### src/atc_defs.vh
// Register map, field positions, reset values and mode codes
`ifndef ATC_DEFS_VH
`define ATC_DEFS_VH

// Word indices on the register bus
`define ATC_IDX_ERR_HI    4'h0
`define ATC_IDX_ERR_LO    4'h1
`define ATC_IDX_LTH_HI    4'h2
`define ATC_IDX_LTH_LO    4'h3
`define ATC_IDX_UTH_HI    4'h4
`define ATC_IDX_UTH_LO    4'h5
`define ATC_IDX_ACT       4'h6
`define ATC_IDX_CP        4'h7
`define ATC_IDX_THRESHOLD_SETPOINT_HI   4'h8
`define ATC_IDX_THRESHOLD_SETPOINT_LO   4'h9
`define ATC_IDX_CTL3      4'ha
`define ATC_IDX_STAT      4'hb
`define ATC_IDX_IRQ_STAT  4'hc
`define ATC_IDX_IRQ_MASK  4'hd
`define ATC_IDX_CHAN      4'he
`define ATC_IDX_RES_HI    4'hf

// Field positions
`define ATC_CP_EN_BIT     7
`define ATC_CP_RDY_BIT    0
`define ATC_STAT_UP_BIT   6
`define ATC_STAT_LO_BIT   5
`define ATC_CTL3_ERROR_SELECT_A_HI  6
`define ATC_CTL3_ERROR_SELECT_A_LO  4
`define ATC_CTL3_TMD_HI   2
`define ATC_CTL3_TMD_LO   0
`define ATC_IRQ_THR_BIT   0
`define ATC_IRQ_CONV_BIT  1
`define ATC_IRQ_RDY_BIT   2

// Reset values
`define ATC_RST_BYTE      8'h00
`define ATC_RST_WORD      16'h0000
`define ATC_RST_ACT       5'h00
`define ATC_RST_IRQ       3'h0

// Trigger select codes
`define ATC_ACT_OFF       5'h00
`define ATC_ACT_PIN       5'h01
`define ATC_ACT_HW_FIRST  5'h02
`define ATC_ACT_HW_LAST   5'h19
`define ATC_ACT_RD_ERR    5'h1a
`define ATC_ACT_RD_RES    5'h1b
`define ATC_ACT_WR_CHAN   5'h1d

// Error calculation modes
`define ATC_ERROR_SELECT_A_RES_PREV  3'h0
`define ATC_ERROR_SELECT_A_RES_THRESHOLD_SETPOINT  3'h1
`define ATC_ERROR_SELECT_A_FILT_THRESHOLD_SETPOINT 3'h2
`define ATC_ERROR_SELECT_A_FILT_PREV 3'h3

// Threshold interrupt modes
`define ATC_TMD_NEVER     3'h0
`define ATC_TMD_BELOW     3'h1
`define ATC_TMD_NOT_BELOW 3'h2
`define ATC_TMD_INSIDE    3'h3
`define ATC_TMD_OUTSIDE   3'h4
`define ATC_TMD_NOT_ABOVE 3'h5
`define ATC_TMD_ABOVE     3'h6
`define ATC_TMD_ALWAYS    3'h7

`endif

### src/atc_ctrl_tail.v
// Holds no logic; the whole controller sits in atc_ctrl.v

### src/atc_ctrl.v
// Threshold checking, conversion trigger select and charge pump control
//
// Summary of operation
// - Read-only signed setpoint error, high and low bytes
// - Error computed per error-select field
// - Writable signed lower threshold, reset to zero
// - Writable signed upper threshold, reset to zero
// - Compare error to thresholds, update status flags
// - Threshold mode decides threshold interrupt
// - Five-bit trigger select, upper bits read zero
// - Code zero ignores triggers, one uses pin
// - Codes two to twenty-five pick hardware sources
// - Pin-change trigger is OR of all flags
// - Reads of result or error high start conversion
// - Channel select write starts conversion
// - Pump on when enabled and requested
// - Read-only pump ready in bit zero
// - Setpoint may be an error operand
//
// The register addresses and the Avalon-MM slave port were chosen for this implementation.
`timescale 1ns/1ns
`include "atc_defs.vh"

module atc_ctrl #(
    parameter IOC_W = 8
) (
    // Clock and reset
    input  wire              mclk,
    input  wire              reset_n,
    // Avalon-MM slave, word addressed
    input  wire [3:0]        avs_address,
    input  wire              avs_read,
    input  wire              avs_write,
    input  wire [31:0]       avs_writedata,
    input  wire [3:0]        avs_byteenable,
    output reg  [31:0]       avs_readdata,
    output reg               avs_waitrequest,
    // Converter side, same clock
    input  wire              conv_done,
    input  wire [15:0]       conv_result,
    input  wire [15:0]       conv_prev,
    input  wire [15:0]       conv_filter,
    output reg               conv_start_r,
    // Trigger sources
    input  wire              trig_pin,
    input  wire [22:0]       hw_trig,
    input  wire [IOC_W-1:0]  pin_change_interrupt,
    // Charge pump
    input  wire              pump_request,
    input  wire              pump_ready_pin,
    output reg               pump_on_r,
    // Interrupt
    output reg               irq_r
);

    reg  [15:0] error_r;
    reg  [15:0] lower_threshold_r;
    reg  [15:0] upper_threshold_r;
    reg  [15:0] threshold_setpoint_r;
    reg  [4:0]  trigger_select_r;
    reg         pump_enable_r;
    reg  [2:0]  error_select_a_r;
    reg  [2:0]  threshold_interrupt_mode_r;
    reg         above_upper_flag_r;
    reg         below_lower_flag_r;
    reg  [2:0]  irq_stat_r;
    reg  [2:0]  irq_mask_r;
    reg  [5:0]  chan_r;
    reg  [2:0]  pin_sync_r;
    reg         pin_lvl_r;
    reg  [2:0]  rdy_sync_r;
    reg         pump_ready_r;
    reg  [23:0] hw_prev_r;

    wire        wr_done;
    wire        rd_done;
    wire        lane0;
    wire [7:0]  wbyte;
    wire        wr_lane;
    wire        irq_clr;
    wire        ioc_any;
    wire [23:0] hw_vec;
    wire [23:0] hw_rise;
    wire        pin_rise;
    wire        sw_err_rd;
    wire        sw_res_rd;
    wire        sw_ch_wr;
    wire [15:0] err_nxt;
    wire        below_nxt;
    wire        above_nxt;
    wire        thr_hit;
    reg         trig_hit;
    reg  [7:0]  rd_mux;
    reg  [2:0]  irq_set;
    reg  [2:0]  irq_stat_nxt;
    wire        pin_lvl_nxt;
    wire        pump_ready_nxt;

    // Signed compare used for both thresholds
    function lt16;
        input [15:0] a;
        input [15:0] b;
        begin
            lt16 = ($signed(a) < $signed(b));
        end
    endfunction

    function [15:0] err_error_select_a;
        input [2:0]  sel;
        input [15:0] res;
        input [15:0] prv;
        input [15:0] flt;
        input [15:0] stp;
        begin
            case (sel)
                `ATC_ERROR_SELECT_A_RES_PREV:  err_error_select_a = res - prv;
                `ATC_ERROR_SELECT_A_RES_THRESHOLD_SETPOINT:  err_error_select_a = res - stp;
                `ATC_ERROR_SELECT_A_FILT_THRESHOLD_SETPOINT: err_error_select_a = flt - stp;
                `ATC_ERROR_SELECT_A_FILT_PREV: err_error_select_a = flt - prv;
                default:             err_error_select_a = res - stp;
            endcase
        end
    endfunction

    function tmd_hit;
        input [2:0] mode;
        input       below;
        input       above;
        begin
            case (mode)
                `ATC_TMD_NEVER:     tmd_hit = 1'b0;
                `ATC_TMD_BELOW:     tmd_hit = below;
                `ATC_TMD_NOT_BELOW: tmd_hit = ~below;
                `ATC_TMD_INSIDE:    tmd_hit = ~below & ~above;
                `ATC_TMD_OUTSIDE:   tmd_hit = below | above;
                `ATC_TMD_NOT_ABOVE: tmd_hit = ~above;
                `ATC_TMD_ABOVE:     tmd_hit = above;
                `ATC_TMD_ALWAYS:    tmd_hit = 1'b1;
                default:            tmd_hit = 1'b0;
            endcase
        end
    endfunction

    // Strobe decode for one word index; shared by the side effects
    function bus_hit;
        input       done;
        input [3:0] addr;
        input [3:0] idx;
        begin
            bus_hit = done & (addr == idx);
        end
    endfunction

    // One wait state: the access completes while waitrequest is low
    assign wr_done = avs_write & ~avs_waitrequest;
    assign rd_done = avs_read & ~avs_waitrequest;
    assign lane0   = avs_byteenable[0];
    assign wbyte   = avs_writedata[7:0];
    // Only lane 0 carries a byte; a write without it changes nothing
    assign wr_lane = wr_done & lane0;

    // Low for one cycle per access; a request still held at the
    // completing edge sees it high again, so each access costs two
    always @(posedge mclk or negedge reset_n)
    begin
        if (!reset_n)
            avs_waitrequest <= 1'b1;
        else if ((avs_read | avs_write) & avs_waitrequest)
            avs_waitrequest <= 1'b0;
        else
            avs_waitrequest <= 1'b1;
    end

    always @*
    begin
        rd_mux = 8'h00;
        case (avs_address)
            `ATC_IDX_ERR_HI:   rd_mux = error_r[15:8];
            `ATC_IDX_ERR_LO:   rd_mux = error_r[7:0];
            `ATC_IDX_LTH_HI:   rd_mux = lower_threshold_r[15:8];
            `ATC_IDX_LTH_LO:   rd_mux = lower_threshold_r[7:0];
            `ATC_IDX_UTH_HI:   rd_mux = upper_threshold_r[15:8];
            `ATC_IDX_UTH_LO:   rd_mux = upper_threshold_r[7:0];
            `ATC_IDX_ACT:      rd_mux = {3'h0, trigger_select_r};
            `ATC_IDX_CP:
            begin
                rd_mux[`ATC_CP_EN_BIT]  = pump_enable_r;
                rd_mux[`ATC_CP_RDY_BIT] = pump_ready_r;
            end
            `ATC_IDX_THRESHOLD_SETPOINT_HI:  rd_mux = threshold_setpoint_r[15:8];
            `ATC_IDX_THRESHOLD_SETPOINT_LO:  rd_mux = threshold_setpoint_r[7:0];
            `ATC_IDX_CTL3:     rd_mux = {1'b0, error_select_a_r, 1'b0,
                                         threshold_interrupt_mode_r};
            `ATC_IDX_STAT:
            begin
                rd_mux[`ATC_STAT_UP_BIT] = above_upper_flag_r;
                rd_mux[`ATC_STAT_LO_BIT] = below_lower_flag_r;
            end
            `ATC_IDX_IRQ_STAT: rd_mux = {5'h00, irq_stat_r};
            `ATC_IDX_IRQ_MASK: rd_mux = {5'h00, irq_mask_r};
            `ATC_IDX_CHAN:     rd_mux = {2'h0, chan_r};
            `ATC_IDX_RES_HI:   rd_mux = conv_result[15:8];
            default:           rd_mux = 8'h00;
        endcase
    end

    // Read data sampled when the request is first seen
    // and held through the low cycle of waitrequest
    always @(posedge mclk or negedge reset_n)
    begin
        if (!reset_n)
            avs_readdata <= 32'h00000000;
        else if (avs_read & avs_waitrequest)
            avs_readdata <= {24'h000000, rd_mux};
    end

    // Writable registers; error, ready and status have no write path
    always @(posedge mclk or negedge reset_n)
    begin
        if (!reset_n)
        begin
            lower_threshold_r          <= `ATC_RST_WORD;
            upper_threshold_r          <= `ATC_RST_WORD;
            threshold_setpoint_r       <= `ATC_RST_WORD;
            trigger_select_r           <= `ATC_RST_ACT;
            pump_enable_r              <= 1'b0;
            error_select_a_r           <= 3'h0;
            threshold_interrupt_mode_r <= 3'h0;
            irq_mask_r                 <= `ATC_RST_IRQ;
            chan_r                     <= 6'h00;
        end
        else if (wr_lane)
        begin
            case (avs_address)
                `ATC_IDX_LTH_HI:   lower_threshold_r[15:8] <= wbyte;
                `ATC_IDX_LTH_LO:   lower_threshold_r[7:0]  <= wbyte;
                `ATC_IDX_UTH_HI:   upper_threshold_r[15:8] <= wbyte;
                `ATC_IDX_UTH_LO:   upper_threshold_r[7:0]  <= wbyte;
                `ATC_IDX_THRESHOLD_SETPOINT_HI:  threshold_setpoint_r[15:8] <= wbyte;
                `ATC_IDX_THRESHOLD_SETPOINT_LO:  threshold_setpoint_r[7:0]  <= wbyte;
                `ATC_IDX_ACT:      trigger_select_r <= wbyte[4:0];
                `ATC_IDX_CP:
                    pump_enable_r <= wbyte[`ATC_CP_EN_BIT];
                `ATC_IDX_CTL3:
                begin
                    error_select_a_r <=
                        wbyte[`ATC_CTL3_ERROR_SELECT_A_HI:`ATC_CTL3_ERROR_SELECT_A_LO];
                    threshold_interrupt_mode_r <=
                        wbyte[`ATC_CTL3_TMD_HI:`ATC_CTL3_TMD_LO];
                end
                `ATC_IDX_IRQ_MASK: irq_mask_r <= wbyte[2:0];
                `ATC_IDX_CHAN:     chan_r <= wbyte[5:0];
                default:           chan_r <= chan_r;
            endcase
        end
    end

    // Error and threshold status flags updated on each finished conversion
    assign err_nxt   = err_error_select_a(error_select_a_r, conv_result, conv_prev,
                                conv_filter, threshold_setpoint_r);
    assign above_nxt = lt16(upper_threshold_r, err_nxt);
    assign below_nxt = lt16(err_nxt, lower_threshold_r);
    assign thr_hit   = conv_done &
        tmd_hit(threshold_interrupt_mode_r, below_nxt, above_nxt);

    always @(posedge mclk or negedge reset_n)
    begin
        if (!reset_n)
        begin
            // Zero rather than unknown so a read after reset is defined
            error_r            <= `ATC_RST_WORD;
            above_upper_flag_r <= 1'b0;
            below_lower_flag_r <= 1'b0;
        end
        else if (conv_done)
        begin
            error_r            <= err_nxt;
            above_upper_flag_r <= above_nxt;
            below_lower_flag_r <= below_nxt;
        end
    end

    // Pin and ready come from outside: three stages, second and third
    // must agree before the level moves, so one glitchy sample is dropped
    assign pin_lvl_nxt = (pin_sync_r[1] == pin_sync_r[2]) ?
                         pin_sync_r[2] : pin_lvl_r;
    assign pump_ready_nxt = (rdy_sync_r[1] == rdy_sync_r[2]) ?
                            rdy_sync_r[2] : pump_ready_r;

    always @(posedge mclk or negedge reset_n)
    begin
        if (!reset_n)
        begin
            pin_sync_r   <= 3'h0;
            pin_lvl_r    <= 1'b0;
            rdy_sync_r   <= 3'h0;
            pump_ready_r <= 1'b0;
            hw_prev_r    <= 24'h000000;
        end
        else
        begin
            pin_sync_r   <= {pin_sync_r[1:0], trig_pin};
            pin_lvl_r    <= pin_lvl_nxt;
            rdy_sync_r   <= {rdy_sync_r[1:0], pump_ready_pin};
            pump_ready_r <= pump_ready_nxt;
            hw_prev_r    <= hw_vec;
        end
    end

    // Trigger source selection
    assign ioc_any   = |pin_change_interrupt;
    assign hw_vec    = {hw_trig[22:19], ioc_any, hw_trig[18:0]};
    // Rising edges only: a source held high starts one conversion
    assign hw_rise   = hw_vec & ~hw_prev_r;
    assign pin_rise  = pin_lvl_nxt & ~pin_lvl_r;
    // Software triggers fire on the completing edge, never on a held
    // request, so one access starts exactly one conversion
    assign sw_err_rd = bus_hit(rd_done, avs_address,
                               `ATC_IDX_ERR_HI);
    assign sw_res_rd = bus_hit(rd_done, avs_address,
                               `ATC_IDX_RES_HI);
    assign sw_ch_wr  = bus_hit(wr_lane, avs_address,
                               `ATC_IDX_CHAN);
    assign irq_clr   = bus_hit(wr_lane, avs_address,
                               `ATC_IDX_IRQ_STAT);

    // Reserved codes simply never fire
    always @*
    begin
        trig_hit = 1'b0;
        case (trigger_select_r)
            `ATC_ACT_OFF:     trig_hit = 1'b0;
            `ATC_ACT_PIN:     trig_hit = pin_rise;
            `ATC_ACT_RD_ERR:  trig_hit = sw_err_rd;
            `ATC_ACT_RD_RES:  trig_hit = sw_res_rd;
            `ATC_ACT_WR_CHAN: trig_hit = sw_ch_wr;
            default:
                if (trigger_select_r >= `ATC_ACT_HW_FIRST &&
                    trigger_select_r <= `ATC_ACT_HW_LAST)
                    trig_hit = hw_rise[trigger_select_r -
                                       `ATC_ACT_HW_FIRST];
                else
                    trig_hit = 1'b0;
        endcase
    end

    // Sticky interrupt status; a new event beats a same-cycle clear
    always @*
    begin
        irq_set = 3'h0;
        irq_set[`ATC_IRQ_THR_BIT]  = thr_hit;
        irq_set[`ATC_IRQ_CONV_BIT] = trig_hit;
        irq_set[`ATC_IRQ_RDY_BIT]  = pump_ready_nxt & ~pump_ready_r;
        irq_stat_nxt = irq_stat_r;
        if (irq_clr)
            irq_stat_nxt = irq_stat_r & ~wbyte[2:0];
        irq_stat_nxt = irq_stat_nxt | irq_set;
    end

    always @(posedge mclk or negedge reset_n)
    begin
        if (!reset_n)
        begin
            irq_stat_r   <= `ATC_RST_IRQ;
            irq_r        <= 1'b0;
            conv_start_r <= 1'b0;
            pump_on_r    <= 1'b0;
        end
        else
        begin
            irq_stat_r   <= irq_stat_nxt;
            irq_r        <= |(irq_stat_nxt & irq_mask_r);
            conv_start_r <= trig_hit;
            pump_on_r    <= pump_enable_r & pump_request;
        end
    end

endmodule

### config.mk
export PLATFORM = sky130hd
export DESIGN_NAME = atc_ctrl
export DESIGN_NICKNAME = d
export VERILOG_FILES = /design/src/atc_ctrl_tail.v /design/src/atc_ctrl.v
export VERILOG_INCLUDE_DIRS = /design/src
export SDC_FILE = /design/constraint.sdc
export NUM_CORES = 1
export LEC_CHECK = 0
export BUFFER_PORTS_ARGS = -buffer_cell sky130_fd_sc_hd__buf_2
export CORE_MARGIN = 4
export CORE_UTILIZATION = 50
export CTS_CLUSTER_SIZE = 8
export DETAILED_ROUTE_END_ITERATION = 7
export PLACE_DENSITY = 0.81
export SYNTH_ARGS = -nofsm -noshare
export SYNTH_HDL_FRONTEND = slang
export SYNTH_SLANG_ARGS = --single-unit
### constraint.sdc
create_clock -name mclk -period 9.5 [get_ports mclk]
set_input_delay 0.95 -clock mclk [delete_from_list [all_inputs] [get_ports mclk]]
set_output_delay 0.95 -clock mclk [all_outputs]
set_load 0.05 [all_outputs]
==> impl_metrics.ini <==
[outcome]
status = finished, final reports clean

[detailed_routing]
drtAntennaViolNets = 0
vias_per_cell = 6.037
drc = 0
drtIter0Drc = 673
firstDrtPassIters = 6
vias = 7842
postRouteWirelength_um = 25920
wl_per_cell_um = 19.95

[final_layout]
nFillCells = 1584
post_route_cells_drive_above_1_share_pct = 21.03
num-nets-final = 1249
fin_area_um2 = 10350
diodes = 0
syn_to_final_growth_pct = 13.90
postLayoutCoreUtil_pct = 57.80

[sta]
fin_tns_setup_ps = 0
setup_ws_ps = 2621
fin_crit_ps = 6879
rsz0062_at_grt = false
clock_skew_ps = 10.40
finalSetupViolCount = 0
period_share_pct = 72.41
drv_slew = 0
worst_slew_pin_slew_ps = 1031
fmax_mhz = 145.4
finalHoldViolCount = 0
max_slew_margin_pct = 31.08

[cts]
clk_latency_ps = 440
cts_root_buf = clkbuf_16
post_cts_buffers = 0
h-tree-depth = 4
clkTransAtPathRegs_ps = 60
cts_tree = done
clock_path_buffers = 2
cts_buffers = 17
cts_sinks = 134
cts_resized = 0
cts_hold_buf = 0

[worst_setup_path]
crit_type = register to register
rrSetupSlack_ps = 2620
cp_max_fo = 16
r2r-end = irq_r
worst_path_largest_cell_delay_ps = 570
startpoint_type = register
worstSetupStartpoint = error_select_a_r[2]
critPathCaptureType = register
crit_path_top_delay_cell = and2b_1
critical_path_required_ps = 9790
cp-endpoint = irq_r
rr_worst_depth = 21
arrival_ps = 7170
crit_chain = and2b_1 > nand2_2 > mux2_2 > ha_1 > fa_1 > nor2b_1 > o21ai_0 > a21boi_1 > o211ai_1 > a21boi_0 > mux2_2 > a211o_1 > ha_1 > nand4_1 > a211oi_1 > nor4_1 > a2bb2oi_1 > nor2_1 > or3_1 > a32oi_1 > o211ai_1
r2r-start = error_select_a_r[2]

[synth]
synth_cell_types = 76
synth_top_area_share_pct = 36.63
synth.area.top_cells = dfrtp_1, ha_1, mux2_2
synth_seq_cells = 134
synth_edf_count = 0
async_reset_ff_share_pct = 100.0
avgSynthCellArea_um2 = 9.444
syn_area_um2 = 9085
yosysWarningCount = 0
yosysSeqAreaShare_pct = 36.92
synth_flop_cell = dfrtp_1
post_synth_inst_count = 962
synth_top_cell_by_area = dfrtp_1

[global_routing]
track_usage_pct = 25.68
grt_max_degree = 70
grt_pass1_wl_um = 40230
overflow = 0
grt_pass1_vias = 7278
antenna_found_initial = 1

[power_and_ir_drop]
comb_power_share_pct = 38.7
p_per_area_nw_per_um2 = 231.5
power_leakage_nw = 5.030
p_sw_w = 0.0009167
clkPwrFrac_pct = 29.3
finalPower_w = 0.002396
seqPwrFrac_pct = 32.0
p_int_w = 0.001479
vdd_drop_max_uv = 213.6
p_sw_share_pct = 38.26

[floorplan]
die_area_um2 = 20390
io_pins = 163
fp-row-count = 49
die_x_um = 142.8
placeableCoreArea_um2 = 17900
start_util_pct = 50.75
die_h_um = 142.8

[place]
placed_area_um2 = 9719
portBuffers = 111
place_congestion = 0.9748
pre_cts_ws_ps = 2802
hpwl_um = 19480

[job]
drv_cap = 0

[hold_path]
hold_class = register to register
flip-flops by register name, summed over array words and instances, names as in the netlist, 5 cells and up:
signal and count:
hw_prev_r 24, error_r 16, lower_threshold_r 16, threshold_setpoint_r 16, upper_threshold_r 16, avs_readdata 8
chan_r 6, trigger_select_r 5
power by group through the flow:
stage | clock network, W | logic [W] | registers (W)
2_1_floorplan | 0 | 0.000645 | 0.000768
4_1_cts | 0.000708 | 0.000915 | 0.000763
6_report | 0.000703 | 0.000926 | 0.000767
3_5_place_dp | 0 | 0.000903 | 0.000770
5_1_grt | 0.000739 | 0.00102 | 0.000777
3_3_place_gp | 0 | 0.000879 | 0.000767
per-layer routing:
layer | GRT usage [%] | part of all wire (%)
met5 | 0 | 0.027
met4 | 9.205 | 3.3
met3 | 5.492 | 8.7
met2 | 39.96 | 46
met1 | 35.57 | 42
how the worst min path moves through the flow:
stage	depth (start not counted)	to	from	slack, ps
floorplan	0	pin_sync_r[1]	pin_sync_r[0]	330
global placement	0	pin_sync_r[1]	pin_sync_r[0]	340
detailed placement	0	rdy_sync_r[1]	rdy_sync_r[0]	340
CTS	0	rdy_sync_r[1]	rdy_sync_r[0]	350
global route	0	pin_sync_r[1]	pin_sync_r[0]	370
finish	0	rdy_sync_r[1]	rdy_sync_r[0]	350
cell families after synthesis:
group | count (synthesis) | share of synthesized area, %
other | 1 | 0.04128
buffers and inverters | 123 | 6.211
and+or+nand+nor | 252 | 13.36
muxes | 111 | 13.52
xor gates and xnor gates | 18 | 1.735
AOI/OAI and AO/OA | 257 | 18.98
adders and majority gates | 66 | 9.227
DFF | 134 | 36.92
through the flow:
stage          std cells  hold slack [ps]
6_report            1299            348.6
5_1_grt             1299            367.0
4_1_cts             1299            350.9
3_5_place_dp        1267            338.5
3_3_place_gp        1267            338.8
2_1_floorplan        985            331.2
Yosys cell counts (5+ instances only):
| library cell | instances |
|---|---|
| dfrtp_1 | 133 |
| nand2_1 | 75 |
| nor2_1 | 69 |
| o21ai_0 | 68 |
| mux2_2 | 67 |
| ha_1 | 63 |
| inv_1 | 61 |
| a21oi_1 | 50 |
| mux2i_1 | 41 |
| clkbuf_1 | 31 |
| buf_4 | 25 |
| nor2b_1 | 20 |
| nor3_1 | 19 |
| o211ai_1 | 17 |
| a211oi_1 | 14 |
| a221oi_1 | 12 |
| a32oi_1 | 12 |
| nand2b_1 | 12 |
| a21o_1 | 10 |
| nand3_1 | 10 |
| o21a_1 | 10 |
| xor2_1 | 10 |
| a22oi_1 | 9 |
| a22o_1 | 8 |
| and3_1 | 8 |
| xnor2_1 | 8 |
| a21boi_0 | 7 |
| or3_1 | 7 |
| and2_1 | 5 |
| nor3b_1 | 5 |
final cells by class:
| class | count | area (um^2) | share of cell area [%] |
|---|---|---|---|
| timing repair buffer | 115 | 591.8 | 5.719 |
| multi-input combinational | 728 | 5258 | 50.81 |
| clock buffer | 18 | 429.2 | 4.148 |
| tap | 229 | 286.5 | 2.769 |
| sequential | 134 | 3354 | 32.42 |
| clock inverter | 14 | 198.9 | 1.923 |
| inverter | 61 | 229.0 | 2.213 |
worst max-delay path: cells and delay by family, from the launching register on:
kind	cells	cell delay, ps
flip-flops	1	480
adder cells (fa/ha/maj)	3	930
AO/OA/AOI/OAI	9	2620
AND/OR/NAND/NOR	7	1930
multiplexers	2	770
cells in the final DEF (no fill, tap or decap), types with 7 or more instances in the layout:
cell type and count:
nor2_1 69, clkbuf_16 17, xor2_1 10, a22oi_1 9, nand2b_1 12, ha_1 63
buf_2 110, a21o_1 10, or3_1 7, nand2_1 75, a32oi_1 12, a22o_1 8
a221oi_1 12, nor2b_1 20, a21oi_1 50, nor3_1 18, nand3_1 10, inv_1 61
mux2_2 67, o21ai_0 68, dfrtp_1 133, conb_1 24, xnor2_1 8, and3_1 8
mux2i_1 41, a21boi_0 7, o211ai_1 17, a211oi_1 14, o21a_1 10
(Power assumes the default switching activity.)
